==> src/include/cmc_pkg.sv <==
// Package with register map, field positions and timing constants of the carrier modulator control block.
package cmc_pkg;
    // Register byte addresses on the AXI4-Lite bus.
    localparam logic [3:0] CMC_ADDR_CTRL_STATUS = 4'h0;    // Control and status register.
    localparam logic [3:0] CMC_ADDR_UPPER       = 4'h4;    // Upper nibbles of both periods.
    localparam logic [3:0] CMC_ADDR_MARK_LOW    = 4'h8;    // Low byte of the mark period.
    localparam logic [3:0] CMC_ADDR_SPACE_LOW   = 4'hc;    // Low byte of the space period.
    // Field positions in the control and status register.
    localparam int CMC_BIT_EOC        = 7;                 // End-of-cycle flag.
    localparam int CMC_BIT_HALF_RATE  = 6;                 // Half-rate prescaler.
    localparam int CMC_BIT_EXT_MASK   = 5;                 // External request mask.
    localparam int CMC_BIT_LONG_SPACE = 4;                 // Extended space enable.
    localparam int CMC_BIT_BASEBAND   = 3;                 // Baseband select.
    localparam int CMC_BIT_MODE       = 2;                 // Frequency-shift mode select.
    localparam int CMC_BIT_IRQ_EN     = 1;                 // Interrupt request enable.
    localparam int CMC_BIT_ENABLE     = 0;                 // Modulator and generator enable.
    // Reset values.
    localparam logic [7:0]  CMC_CTRL_RESET   = 8'h00;      // All control bits clear.
    localparam logic [11:0] CMC_PERIOD_RESET = 12'h000;    // Period buffers clear.
    // Period widths.
    localparam int CMC_PERIOD_W = 12;                      // Mark and space buffer width.
    localparam logic [11:0] CMC_COUNT_MAX = 12'hfff;       // Counter value after underflow.
    // Timing: time mode counts one tick per eight oscillator cycles, per sixteen under the prescaler.
    localparam int CMC_OSC_PER_TICK = 8;                   // Oscillator cycles per modulator tick.
    localparam int CMC_PRESCALE     = 2;                   // Factor of the half-rate prescaler.
    // AXI responses.
    localparam logic [1:0] CMC_RESP_OKAY   = 2'b00;        // Access done.
    localparam logic [1:0] CMC_RESP_SLVERR = 2'b10;        // Unmapped address.
    // Modulator phase.
    typedef enum logic [1:0] {
        CMC_IDLE  = 2'b00,                                 // Stopped, output low.
        CMC_MARK  = 2'b01,                                 // Counter decrementing, gate open unless extended space.
        CMC_SPACE = 2'b10                                  // Gate closed, comparing with space.
    } cmc_phase_e;
endpackage

==> src/verilog/cmc_modulator_ctrl.sv <==
// Carrier modulator control, period registers and modulator timer behind an AXI4-Lite slave.
// What this block does
// Set end-of-cycle flag at counter reload.
// Request interrupt only when enable bit set.
// Space match ends cycle and reloads both.
// Space buffer copied every cycle end.
// Flag cleared by status read then low-byte period access.
// End-of-cycle flag is zero after reset.
// Software clears flag inside its service routine.
// Mark buffer is single buffered.
// Prescaler halves modulator clock rate.
// Mask bit masks external and keyscan requests.
// Extended space bit enables, resets clear.
// Baseband disables carrier, output high during mark.
// Mode bit selects frequency-shift or time mode.
// Enable initializes and starts continuous operation.
// Disable finishes cycle, then output low.
// Software programs registers before enabling.
// Low bytes of mark and space buffers.
// First register holds both upper nibbles.
// Mark nibble high, space nibble low.
// Extended space turns periods into pure space.
// Twelve-bit down counter, complement compared to space.
module cmc_modulator_ctrl (
    input  wire logic        aclk,              // System clock, the oscillator rate.
    input  wire logic        aresetn,           // Synchronous reset, active low.
    input  wire logic [3:0]  s_axi_awaddr,      // Write address.
    input  wire logic [2:0]  s_axi_awprot,      // Write protection, unused.
    input  wire logic        s_axi_awvalid,     // Write address valid.
    output logic             s_axi_awready,     // Write address ready.
    input  wire logic [31:0] s_axi_wdata,       // Write data.
    input  wire logic [3:0]  s_axi_wstrb,       // Write byte enables.
    input  wire logic        s_axi_wvalid,      // Write data valid.
    output logic             s_axi_wready,      // Write data ready.
    output logic [1:0]       s_axi_bresp,       // Write response.
    output logic             s_axi_bvalid,      // Write response valid.
    input  wire logic        s_axi_bready,      // Write response ready.
    input  wire logic [3:0]  s_axi_araddr,      // Read address.
    input  wire logic [2:0]  s_axi_arprot,      // Read protection, unused.
    input  wire logic        s_axi_arvalid,     // Read address valid.
    output logic             s_axi_arready,     // Read address ready.
    output logic [31:0]      s_axi_rdata,       // Read data.
    output logic [1:0]       s_axi_rresp,       // Read response.
    output logic             s_axi_rvalid,      // Read data valid.
    input  wire logic        s_axi_rready,      // Read data ready.
    input  wire logic        carrier_in,        // Carrier level from the carrier generator.
    input  wire logic        carrier_period,    // One-cycle pulse per carrier period.
    input  wire logic        ext_request_pin,   // External request pin, asynchronous.
    input  wire logic        keyscan_pin,       // Keyscan request, asynchronous.
    output logic             modulator_out,     // Modulated output to the emitter.
    output logic             carrier_enable,    // Runs the carrier generator.
    output logic             carrier_restart,   // Pulse that initializes the carrier generator.
    output logic             carrier_secondary, // Selects the secondary carrier pair.
    output logic             irq,               // Interrupt request to the CPU.
    output logic             ext_request_irq,   // Unmasked external request.
    output logic             keyscan_irq        // Unmasked keyscan request.
);
    import cmc_pkg::*;

    // Control bits and period buffers.
    logic [7:0]              ctrl;              // Control bits; bit 7 unused here.
    logic                    eoc;               // End-of-cycle flag.
    logic                    eoc_armed;         // Status read seen while flag set.
    logic [CMC_PERIOD_W-1:0] mark_period_buffer;
    logic [CMC_PERIOD_W-1:0] space_period_buffer;
    logic [CMC_PERIOD_W-1:0] active_space_register;
    logic [CMC_PERIOD_W-1:0] count;             // Modulator down counter.
    cmc_phase_e              phase;             // Modulator phase.
    logic                    long_space_active; // Current period is extended space.
    logic                    enable_q;          // Enable bit one cycle earlier.
    logic [4:0]              div_cnt;           // Time-mode tick divider.
    logic                    fsk_half;          // Halves carrier pulses under prescaler.
    logic                    tick;              // Modulator clock enable.
    logic                    reload;            // End of modulation cycle.
    logic                    start;             // Rising edge of the enable bit.
    logic [CMC_PERIOD_W-1:0] count_dec;         // Counter minus one.
    logic [1:0]              ext_sync;          // Synchroniser for the request pin.
    logic [1:0]              key_sync;          // Synchroniser for the keyscan pin.

    // Bus handshake state.
    logic                    aw_held;           // Write address taken.
    logic                    w_held;            // Write data taken.
    logic [3:0]              aw_addr;           // Stored write address.
    logic [7:0]              w_byte;            // Stored write data, low byte.
    logic                    w_lane0;           // Low byte lane enabled.
    logic                    wr_do;             // Write performed this cycle.
    logic                    rd_do;             // Read performed this cycle.

    // Decodes whether an address names one of the four registers.
    function automatic logic cmc_mapped(input logic [3:0] a);
        cmc_mapped = (a == CMC_ADDR_CTRL_STATUS) || (a == CMC_ADDR_UPPER) ||
                     (a == CMC_ADDR_MARK_LOW) || (a == CMC_ADDR_SPACE_LOW);
    endfunction

    // Decodes an access to either low-byte period register.
    function automatic logic cmc_low_reg(input logic [3:0] a);
        cmc_low_reg = (a == CMC_ADDR_MARK_LOW) || (a == CMC_ADDR_SPACE_LOW);
    endfunction

    // Write channels are accepted independently until both are held.
    assign s_axi_awready = !aw_held && !s_axi_bvalid;
    assign s_axi_wready  = !w_held && !s_axi_bvalid;
    assign s_axi_arready = !s_axi_rvalid;
    assign wr_do         = aw_held && w_held && !s_axi_bvalid;
    assign rd_do         = s_axi_arvalid && s_axi_arready;

    // Captures write address and data and issues the write response.
    always_ff @(posedge aclk) begin
        if (!aresetn) begin
            aw_held      <= 1'b0;
            w_held       <= 1'b0;
            aw_addr      <= 4'h0;
            w_byte       <= 8'h00;
            w_lane0      <= 1'b0;
            s_axi_bvalid <= 1'b0;
            s_axi_bresp  <= CMC_RESP_OKAY;
        end else begin
            // Address channel.
            if (s_axi_awvalid && s_axi_awready) begin
                aw_held <= 1'b1;
                aw_addr <= s_axi_awaddr;
            end
            // Data channel.
            if (s_axi_wvalid && s_axi_wready) begin
                w_held  <= 1'b1;
                w_byte  <= s_axi_wdata[7:0];
                w_lane0 <= s_axi_wstrb[0];
            end
            // Both held: the write happens and the response is raised.
            if (wr_do) begin
                aw_held      <= 1'b0;
                w_held       <= 1'b0;
                s_axi_bvalid <= 1'b1;
                s_axi_bresp  <= cmc_mapped(aw_addr) ? CMC_RESP_OKAY : CMC_RESP_SLVERR;
            end else if (s_axi_bvalid && s_axi_bready) begin
                s_axi_bvalid <= 1'b0;
            end
        end
    end

    // Returns read data one cycle after the address is taken.
    always_ff @(posedge aclk) begin
        if (!aresetn) begin
            s_axi_rvalid <= 1'b0;
            s_axi_rdata  <= 32'h0000_0000;
            s_axi_rresp  <= CMC_RESP_OKAY;
        end else if (rd_do) begin
            s_axi_rvalid <= 1'b1;
            s_axi_rresp  <= cmc_mapped(s_axi_araddr) ? CMC_RESP_OKAY : CMC_RESP_SLVERR;
            unique case (s_axi_araddr)
                // Status: flag and control bits.
                CMC_ADDR_CTRL_STATUS: s_axi_rdata <= {24'h000000, eoc, ctrl[6:0]};
                // Mark nibble high, space nibble low.
                CMC_ADDR_UPPER:       s_axi_rdata <= {24'h000000, mark_period_buffer[11:8],
                                                      space_period_buffer[11:8]};
                CMC_ADDR_MARK_LOW:    s_axi_rdata <= {24'h000000, mark_period_buffer[7:0]};
                CMC_ADDR_SPACE_LOW:   s_axi_rdata <= {24'h000000, space_period_buffer[7:0]};
                default:              s_axi_rdata <= 32'h0000_0000;
            endcase
        end else if (s_axi_rvalid && s_axi_rready) begin
            s_axi_rvalid <= 1'b0;
        end
    end

    // Software-written control bits; all clear on reset.
    always_ff @(posedge aclk) begin
        if (!aresetn) begin
            ctrl <= CMC_CTRL_RESET;
        end else if (wr_do && w_lane0 && aw_addr == CMC_ADDR_CTRL_STATUS) begin
            ctrl <= {1'b0, w_byte[6:0]};
        end
    end

    // Period buffers; the mark buffer has no second stage.
    always_ff @(posedge aclk) begin
        if (!aresetn) begin
            mark_period_buffer  <= CMC_PERIOD_RESET;
            space_period_buffer <= CMC_PERIOD_RESET;
        end else if (wr_do && w_lane0) begin
            unique case (aw_addr)
                // Upper nibbles shared in one register.
                CMC_ADDR_UPPER: begin
                    mark_period_buffer[11:8]  <= w_byte[7:4];
                    space_period_buffer[11:8] <= w_byte[3:0];
                end
                CMC_ADDR_MARK_LOW:  mark_period_buffer[7:0]  <= w_byte;
                CMC_ADDR_SPACE_LOW: space_period_buffer[7:0] <= w_byte;
                default: ;
            endcase
        end
    end

    // End-of-cycle flag: a status read arms the clear, a low-byte access fires it; a set wins.
    always_ff @(posedge aclk) begin
        if (!aresetn) begin
            eoc       <= 1'b0;
            eoc_armed <= 1'b0;
        end else begin
            if (reload) begin
                eoc <= 1'b1;
            end else if (eoc_armed && ((wr_do && cmc_low_reg(aw_addr)) ||
                                       (rd_do && cmc_low_reg(s_axi_araddr)))) begin
                eoc <= 1'b0;
            end
            // Arming tracks a status read made while the flag is set.
            if (rd_do && s_axi_araddr == CMC_ADDR_CTRL_STATUS) begin
                eoc_armed <= eoc;
            end else if ((wr_do && cmc_low_reg(aw_addr)) || (rd_do && cmc_low_reg(s_axi_araddr))) begin
                eoc_armed <= 1'b0;
            end
        end
    end

    // Interrupt is the flag gated by the enable bit.
    assign irq = eoc && ctrl[CMC_BIT_IRQ_EN];

    // Two-stage synchronisers for the external request pins.
    always_ff @(posedge aclk) begin
        if (!aresetn) begin
            ext_sync <= 2'b00;
            key_sync <= 2'b00;
        end else begin
            ext_sync <= {ext_sync[0], ext_request_pin};
            key_sync <= {key_sync[0], keyscan_pin};
        end
    end

    // External requests pass only while the mask bit is clear.
    assign ext_request_irq = ext_sync[1] && !ctrl[CMC_BIT_EXT_MASK];
    assign keyscan_irq     = key_sync[1] && !ctrl[CMC_BIT_EXT_MASK];

    // Modulator clock enable: oscillator divided in time mode, carrier periods in shift mode.
    always_ff @(posedge aclk) begin
        if (!aresetn || phase == CMC_IDLE) begin
            div_cnt  <= 5'd0;
            fsk_half <= 1'b0;
        end else if (ctrl[CMC_BIT_MODE]) begin
            if (carrier_period) begin
                fsk_half <= ctrl[CMC_BIT_HALF_RATE] ? !fsk_half : 1'b0;
            end
        end else if (tick) begin
            div_cnt <= 5'd0;
        end else begin
            div_cnt <= div_cnt + 5'd1;
        end
    end

    // Tick in time mode when the divider reaches its end, doubled under the prescaler; in shift mode on carrier period pulses.
    always_comb begin
        if (phase == CMC_IDLE) begin
            tick = 1'b0;
        end else if (ctrl[CMC_BIT_MODE]) begin
            tick = carrier_period && (!ctrl[CMC_BIT_HALF_RATE] || fsk_half);
        end else if (ctrl[CMC_BIT_HALF_RATE]) begin
            tick = div_cnt == 5'(CMC_OSC_PER_TICK * CMC_PRESCALE - 1);
        end else begin
            tick = div_cnt == 5'(CMC_OSC_PER_TICK - 1);
        end
    end

    assign start     = ctrl[CMC_BIT_ENABLE] && !enable_q && phase == CMC_IDLE;
    assign count_dec = count - 12'h001;

    // Cycle ends on the underflow tick with zero space, or when the complement matches the space.
    always_comb begin
        reload = 1'b0;
        if (tick && phase == CMC_MARK && count == 12'h000) begin
            reload = active_space_register == 12'h000;
        end else if (tick && phase == CMC_SPACE) begin
            reload = ~count_dec == active_space_register;
        end
    end

    // Modulator timer: mark countdown, underflow, space comparison and reload.
    always_ff @(posedge aclk) begin
        if (!aresetn) begin
            phase                 <= CMC_IDLE;
            count                 <= CMC_PERIOD_RESET;
            active_space_register <= CMC_PERIOD_RESET;
            long_space_active     <= 1'b0;
            enable_q              <= 1'b0;
        end else begin
            enable_q <= ctrl[CMC_BIT_ENABLE];
            if (start) begin
                // Enable rising: initialize and run.
                phase                 <= CMC_MARK;
                count                 <= mark_period_buffer;
                active_space_register <= space_period_buffer;
                long_space_active     <= ctrl[CMC_BIT_LONG_SPACE];
            end else if (reload) begin
                // End of cycle: load both buffers in either case; stop if disabled.
                phase                 <= ctrl[CMC_BIT_ENABLE] ? CMC_MARK : CMC_IDLE;
                count                 <= mark_period_buffer;
                active_space_register <= space_period_buffer;
                long_space_active     <= ctrl[CMC_BIT_LONG_SPACE];
            end else if (tick && phase == CMC_MARK && count == 12'h000) begin
                // Underflow closes the gate and the counter wraps.
                phase <= CMC_SPACE;
                count <= CMC_COUNT_MAX;
            end else if (tick) begin
                count <= count_dec;
            end
        end
    end

    // Frequency-shift mode swaps the carrier pair at each mark expiry.
    always_ff @(posedge aclk) begin
        if (!aresetn || start) begin
            carrier_secondary <= 1'b0;
        end else if (ctrl[CMC_BIT_MODE] && tick && phase == CMC_MARK && count == 12'h000) begin
            carrier_secondary <= !carrier_secondary;
        end
    end

    // Carrier generator runs only while active and not in baseband.
    assign carrier_enable  = phase != CMC_IDLE && !ctrl[CMC_BIT_BASEBAND];
    assign carrier_restart = start;

    // Output register: gate open in mark unless extended space; baseband forces the carrier high.
    always_ff @(posedge aclk) begin
        if (!aresetn) begin
            modulator_out <= 1'b0;
        end else if (phase == CMC_MARK && !long_space_active) begin
            modulator_out <= ctrl[CMC_BIT_BASEBAND] ? 1'b1 : carrier_in;
        end else begin
            modulator_out <= 1'b0;
        end
    end

    // Checks on the flag, interrupt, reload and output.
    eoc_set_a: assert property (@(posedge aclk) disable iff (!aresetn)
        reload |=> eoc)
        else $error("flag not set after cycle end");
    irq_gate_a: assert property (@(posedge aclk) disable iff (!aresetn)
        $rose(eoc) |-> irq == ctrl[CMC_BIT_IRQ_EN])
        else $error("interrupt does not follow enable");
    mark_reload_a: assert property (@(posedge aclk) disable iff (!aresetn)
        reload && !start |=> count == $past(mark_period_buffer))
        else $error("counter not loaded from mark buffer");
    space_copy_a: assert property (@(posedge aclk) disable iff (!aresetn)
        reload |=> active_space_register == $past(space_period_buffer))
        else $error("space buffer not copied");
    eoc_clear_a: assert property (@(posedge aclk) disable iff (!aresetn)
        $fell(eoc) |-> $past(eoc_armed))
        else $error("flag cleared without status read");
    eoc_reset_a: assert property (@(posedge aclk) disable iff (!aresetn)
        $past(aresetn) == 1'b0 |-> !eoc)
        else $error("flag not clear after reset");
    stop_low_a: assert property (@(posedge aclk) disable iff (!aresetn)
        phase == CMC_IDLE ##1 phase == CMC_IDLE |-> !modulator_out)
        else $error("output not low while stopped");
    baseband_select_high_a: assert property (@(posedge aclk) disable iff (!aresetn)
        phase == CMC_MARK && !long_space_active && ctrl[CMC_BIT_BASEBAND] |=> modulator_out)
        else $error("baseband output not high in mark");
    long_space_a: assert property (@(posedge aclk) disable iff (!aresetn)
        long_space_active |=> !modulator_out)
        else $error("output active during extended space");
    mask_a: assert property (@(posedge aclk) disable iff (!aresetn)
        ctrl[CMC_BIT_EXT_MASK] |-> !ext_request_irq && !keyscan_irq)
        else $error("masked request passed");
endmodule

==> config.mk <==
export PLATFORM = sky130hd
export DESIGN_NAME = cmc_modulator_ctrl
export DESIGN_NICKNAME = d
export VERILOG_FILES = /design/src/include/cmc_pkg.sv /design/src/verilog/cmc_modulator_ctrl.sv
export SDC_FILE = /design/constraint.sdc
export NUM_CORES = 1
export LEC_CHECK = 0
export BUFFER_PORTS_ARGS = -buffer_cell sky130_fd_sc_hd__buf_2
export CAP_MARGIN = 20
export CORE_MARGIN = 1
export CORE_UTILIZATION = 40
export CTS_CLUSTER_SIZE = 25
export DETAILED_ROUTE_END_ITERATION = 10
export PLACE_DENSITY = 0.73
export SYNTH_ARGS = -nofsm -noshare
export SYNTH_HDL_FRONTEND = slang
export SYNTH_SLANG_ARGS = --single-unit
==> constraint.sdc <==
create_clock -name aclk -period 3.6 [get_ports aclk]
set_input_delay 0.18 -clock aclk [delete_from_list [all_inputs] [get_ports aclk]]
set_output_delay 0.18 -clock aclk [all_outputs]
set_load 0.01 [all_outputs]
==> flow_summary.json <==
{
  "status": "finished, final reports clean",
  "grt_setup_unrepaired": "false",
  "yosys.area.top_type_share_pct": 39.6,
  "hold_viol_final": 0,
  "r2r_start": "count[0]",
  "ys_ff_latch": 100,
  "total_power_mw": 2.17,
  "nets": 666,
  "clock_skew_ns": 0.0110,
  "worstPathArrival_ns": 3.62,
  "drt_iter0_drc": 306,
  "p_comb_share_pct": 5.8,
  "wl_um": 12200,
  "yosysWarnings": 0,
  "r2r_end": "count[9]",
  "drv_cap": 0,
  "fin_tns_setup_ns": 0,
  "synthTopCellsByArea": "dfxtp_1, mux2i_1, nor2_1",
  "async_flop_share_pct": 0,
  "worstMarginPinSlew_ns": 1.01,
  "timing.fmax_mhz": 301,
  "worstSkewPairLatency_ns": 0.35,
  "die-area_mm2": 0.0131,
  "drtPass1Iterations": 6,
  "sw_frac_of_total_pct": 23.6,
  "hold_class": "primary input to flop",
  "syn-cell-area_mm2": 0.00505,
  "clk_path_buf_depth": 2,
  "ys_seq_area_share_pct": 39.6,
  "setup_viol": 0,
  "critPathCaptureType": "flop",
  "io-pin-count": 109,
  "path_buf_inv": 2,
  "drc_errors": 0,
  "power_frac_clock_pct": 41.5,
  "drv_slew": 0,
  "fin_ws_ns": 0.274,
  "num_rows": 40,
  "reg2reg_depth": 10,
  "p_switching_mw": 0.512,
  "startpoint_type": "flop",
  "seqPwrFrac_pct": 52.6,
  "pre_cts_slack_ns": 0.331,
  "die_y_um": 114,
  "critPathMaxStageDelay_ns": 0.55,
  "clkSlewWorstSetupHoldPaths_ns": 0.07,
  "cp.required_ns": 3.89,
  "maxSlewHeadroom_pct": 32.1,
  "diodes": 0,
  "power_density_mw_per_mm2": 386,
  "syn2layout_area_growth_pct": 11.1,
  "p_leak_nw": 2.30,
  "hold_end": "s_axi_rvalid",
  "hold_ws_ns": 0.0176,
  "portBuffers": 49,
  "route.vias.total": 4240,
  "period_share_pct": 92.4,
  "synth.avg_cell_area_um2": 9.01,
  "worstHoldStart": "s_axi_rready",
  "r2r_slack_ns": 0.27,
  "gp_congestion": 0.896,
  "via_per_inst": 5.47,
  "synth_top_area_cell": "dfxtp_1",
  "ys_types": 72,
  "cts_buffers": 9,
  "utilization_pct": 46.2,
  "start_util_pct": 41.5,
  "antenna_found_initial": 0,
  "grt_overflow_total": 0,
  "drive_gt1_share_pct": 20.1,
  "clkSinkCount": 100,
  "grt_first_pass_wirelength_um": 19800,
  "min_delay_path_depth": 2,
  "place_hpwl_um": 8910,
  "synth_edf_count": 0,
  "synth_top_flop_cell": "dfxtp_1",
  "core_area_mm2": 0.0122,
  "track_usage_pct": 19.5,
  "grt_pass1_vias": 3895,
  "p_int_mw": 1.66,
  "synth_cells": 561,
  "crit_type": "flop to flop",
  "crit_slowest_cell": "or4_4",
  "crit_path_cell_trace": "inv_1 -> ha_1 -> or4b_1 -> or4_4 -> a2111oi_4 -> nand3_2 -> o31a_1 -> buf_4 -> a31oi_1 -> o2111a_1",
  "cts_tree": "built",
  "cts_root_buf": "clkbuf_16",
  "drtAntennaViolNets": 0,
  "path_delay_family": "simple AND/OR/NAND/NOR gates",
  "crit_path_max_fanout": 14,
  "min_period_ns": 3.33,
  "die_x_um": 114,
  "htreeDepth": 3,
  "peakVddDrop_mv": 0.229,
  "grt_max_degree": 45,
  "wl_per_cell_um": 15.8,
  "post-cts-setup-buffers": 0
}
-- layer usage --
metal  track usage (%)  share of wire [%]  vias up
li1                  -                  -     2024
met1              25.0                 44     2019
met2              31.9                 47      170
met3              4.34                5.7       27
met4              7.97                2.8        0
met5                 0                  0        -
-- area by class of cell --
cell class | count | area (um^2)
clock buffers | 10 | 239
multi-input cells | 411 | 2670
inverters | 9 | 33.8
well taps | 168 | 210
clock inverters | 5 | 35.0
flip-flops and latches | 100 | 2000
fillers | 1186 | 6550
repair buffers | 72 | 422
-- power groups by stage --
stage               Sequential, mW  Clock [mW]  Combinational [mW]
finish                        1.14       0.901               0.127
global route                  1.14       0.967               0.141
CTS                           1.14       0.921               0.127
detailed placement            1.17           0               0.126
global placement              1.17           0               0.121
floorplan                     1.16           0               0.107
-- worst reg2reg max path, cell delays in order (launching register included) --
cell	delay, ns
dfxtp_1	0.36
inv_1	0.13
ha_1	0.19
or4b_1	0.48
or4_4	0.55
a2111oi_4	0.40
nand3_2	0.16
o31a_1	0.37
buf_4	0.23
a31oi_1	0.20
o2111a_1	0.20
-- synthesized netlist by cell type (all sizes together) (3+ instances only) --
master and number:
dfxtp 100, nor2 88, mux2i 44, buf 41
nand3 32, a21oi 29, o21ai 27, clkbuf 24
nor3 18, nand2 16, xor2 13, nor4 10
inv 9, a22oi 8, and2 8, mux4 8
nor2b 8, or3 6, or4 6, xnor2 6
or2 5, a31oi 4, nor4b 4, a211o 3
a211oi 3, nand2b 3, o31ai 3
-- state kept, by name (all words and copies together), names as in the netlist, 2 cells and up --
| name | cells |
|---|---|
| active_space_register | 12 |
| aw_addr | 4 |
| count | 12 |
| ctrl | 7 |
| div_cnt | 5 |
| ext_sync | 2 |
| key_sync | 2 |
| mark_period_buffer | 12 |
| phase | 2 |
| s_axi_rdata | 8 |
| space_period_buffer | 12 |
| w_byte | 8 |
-- metrics by stage --
stage                     std cells  cell area (um^2)
after global placement          759              5330
after floorplan                 586              5150
after global routing            775              5610
final                           775              5610
after CTS                       775              5610
after detailed placement        760              5340
-- placed cells by master (no fill, tap or decap), types with 9 or more instances in the layout --
cell type and count:
dfxtp_1 100, a21oi_1 29, nor3_1 16, mux2i_1 44
nand3_1 31, nor2_1 88, buf_4 22, nor4_1 9
nand2_1 16, clkbuf_16 9, buf_2 49, xor2_1 13
o21ai_0 22, conb_1 26
-- how the worst max path moves through the flow --
stage / start / to / slack (ns) / depth (start not counted)
final: count[0] / count[9] / 0.27 / 10
after global routing: count[0] / count[0] / 0.10 / 10
after CTS: count[0] / count[0] / 0.28 / 10
after detailed placement: count[0] / count[5] / 0.33 / 10
after global placement: count[0] / count[5] / 0.38 / 10
after floorplan: count[0] / count[5] / 0.50 / 12
-- cells by family after synthesis --
| family | synth area share [%] |
|---|---|
| DFF | 39.6 |
| other | 0.0742 |
| and+or+nand+nor | 22.0 |
| muxes | 12.5 |
| buffers and inverters | 9.46 |
| xor gates and xnor gates | 3.29 |
| adders and majority gates | 0.495 |
| AOI/OAI and AO/OA | 12.6 |
-- what timing repair did --
| action | CTS | global route |
|---|---|---|
| endpoints found under the setup margin | 0 | 1 |
| gates resized for setup | 0 | 1 |
| hold buffers | 0 | 0 |
Power figures use the tool's default switching activity.
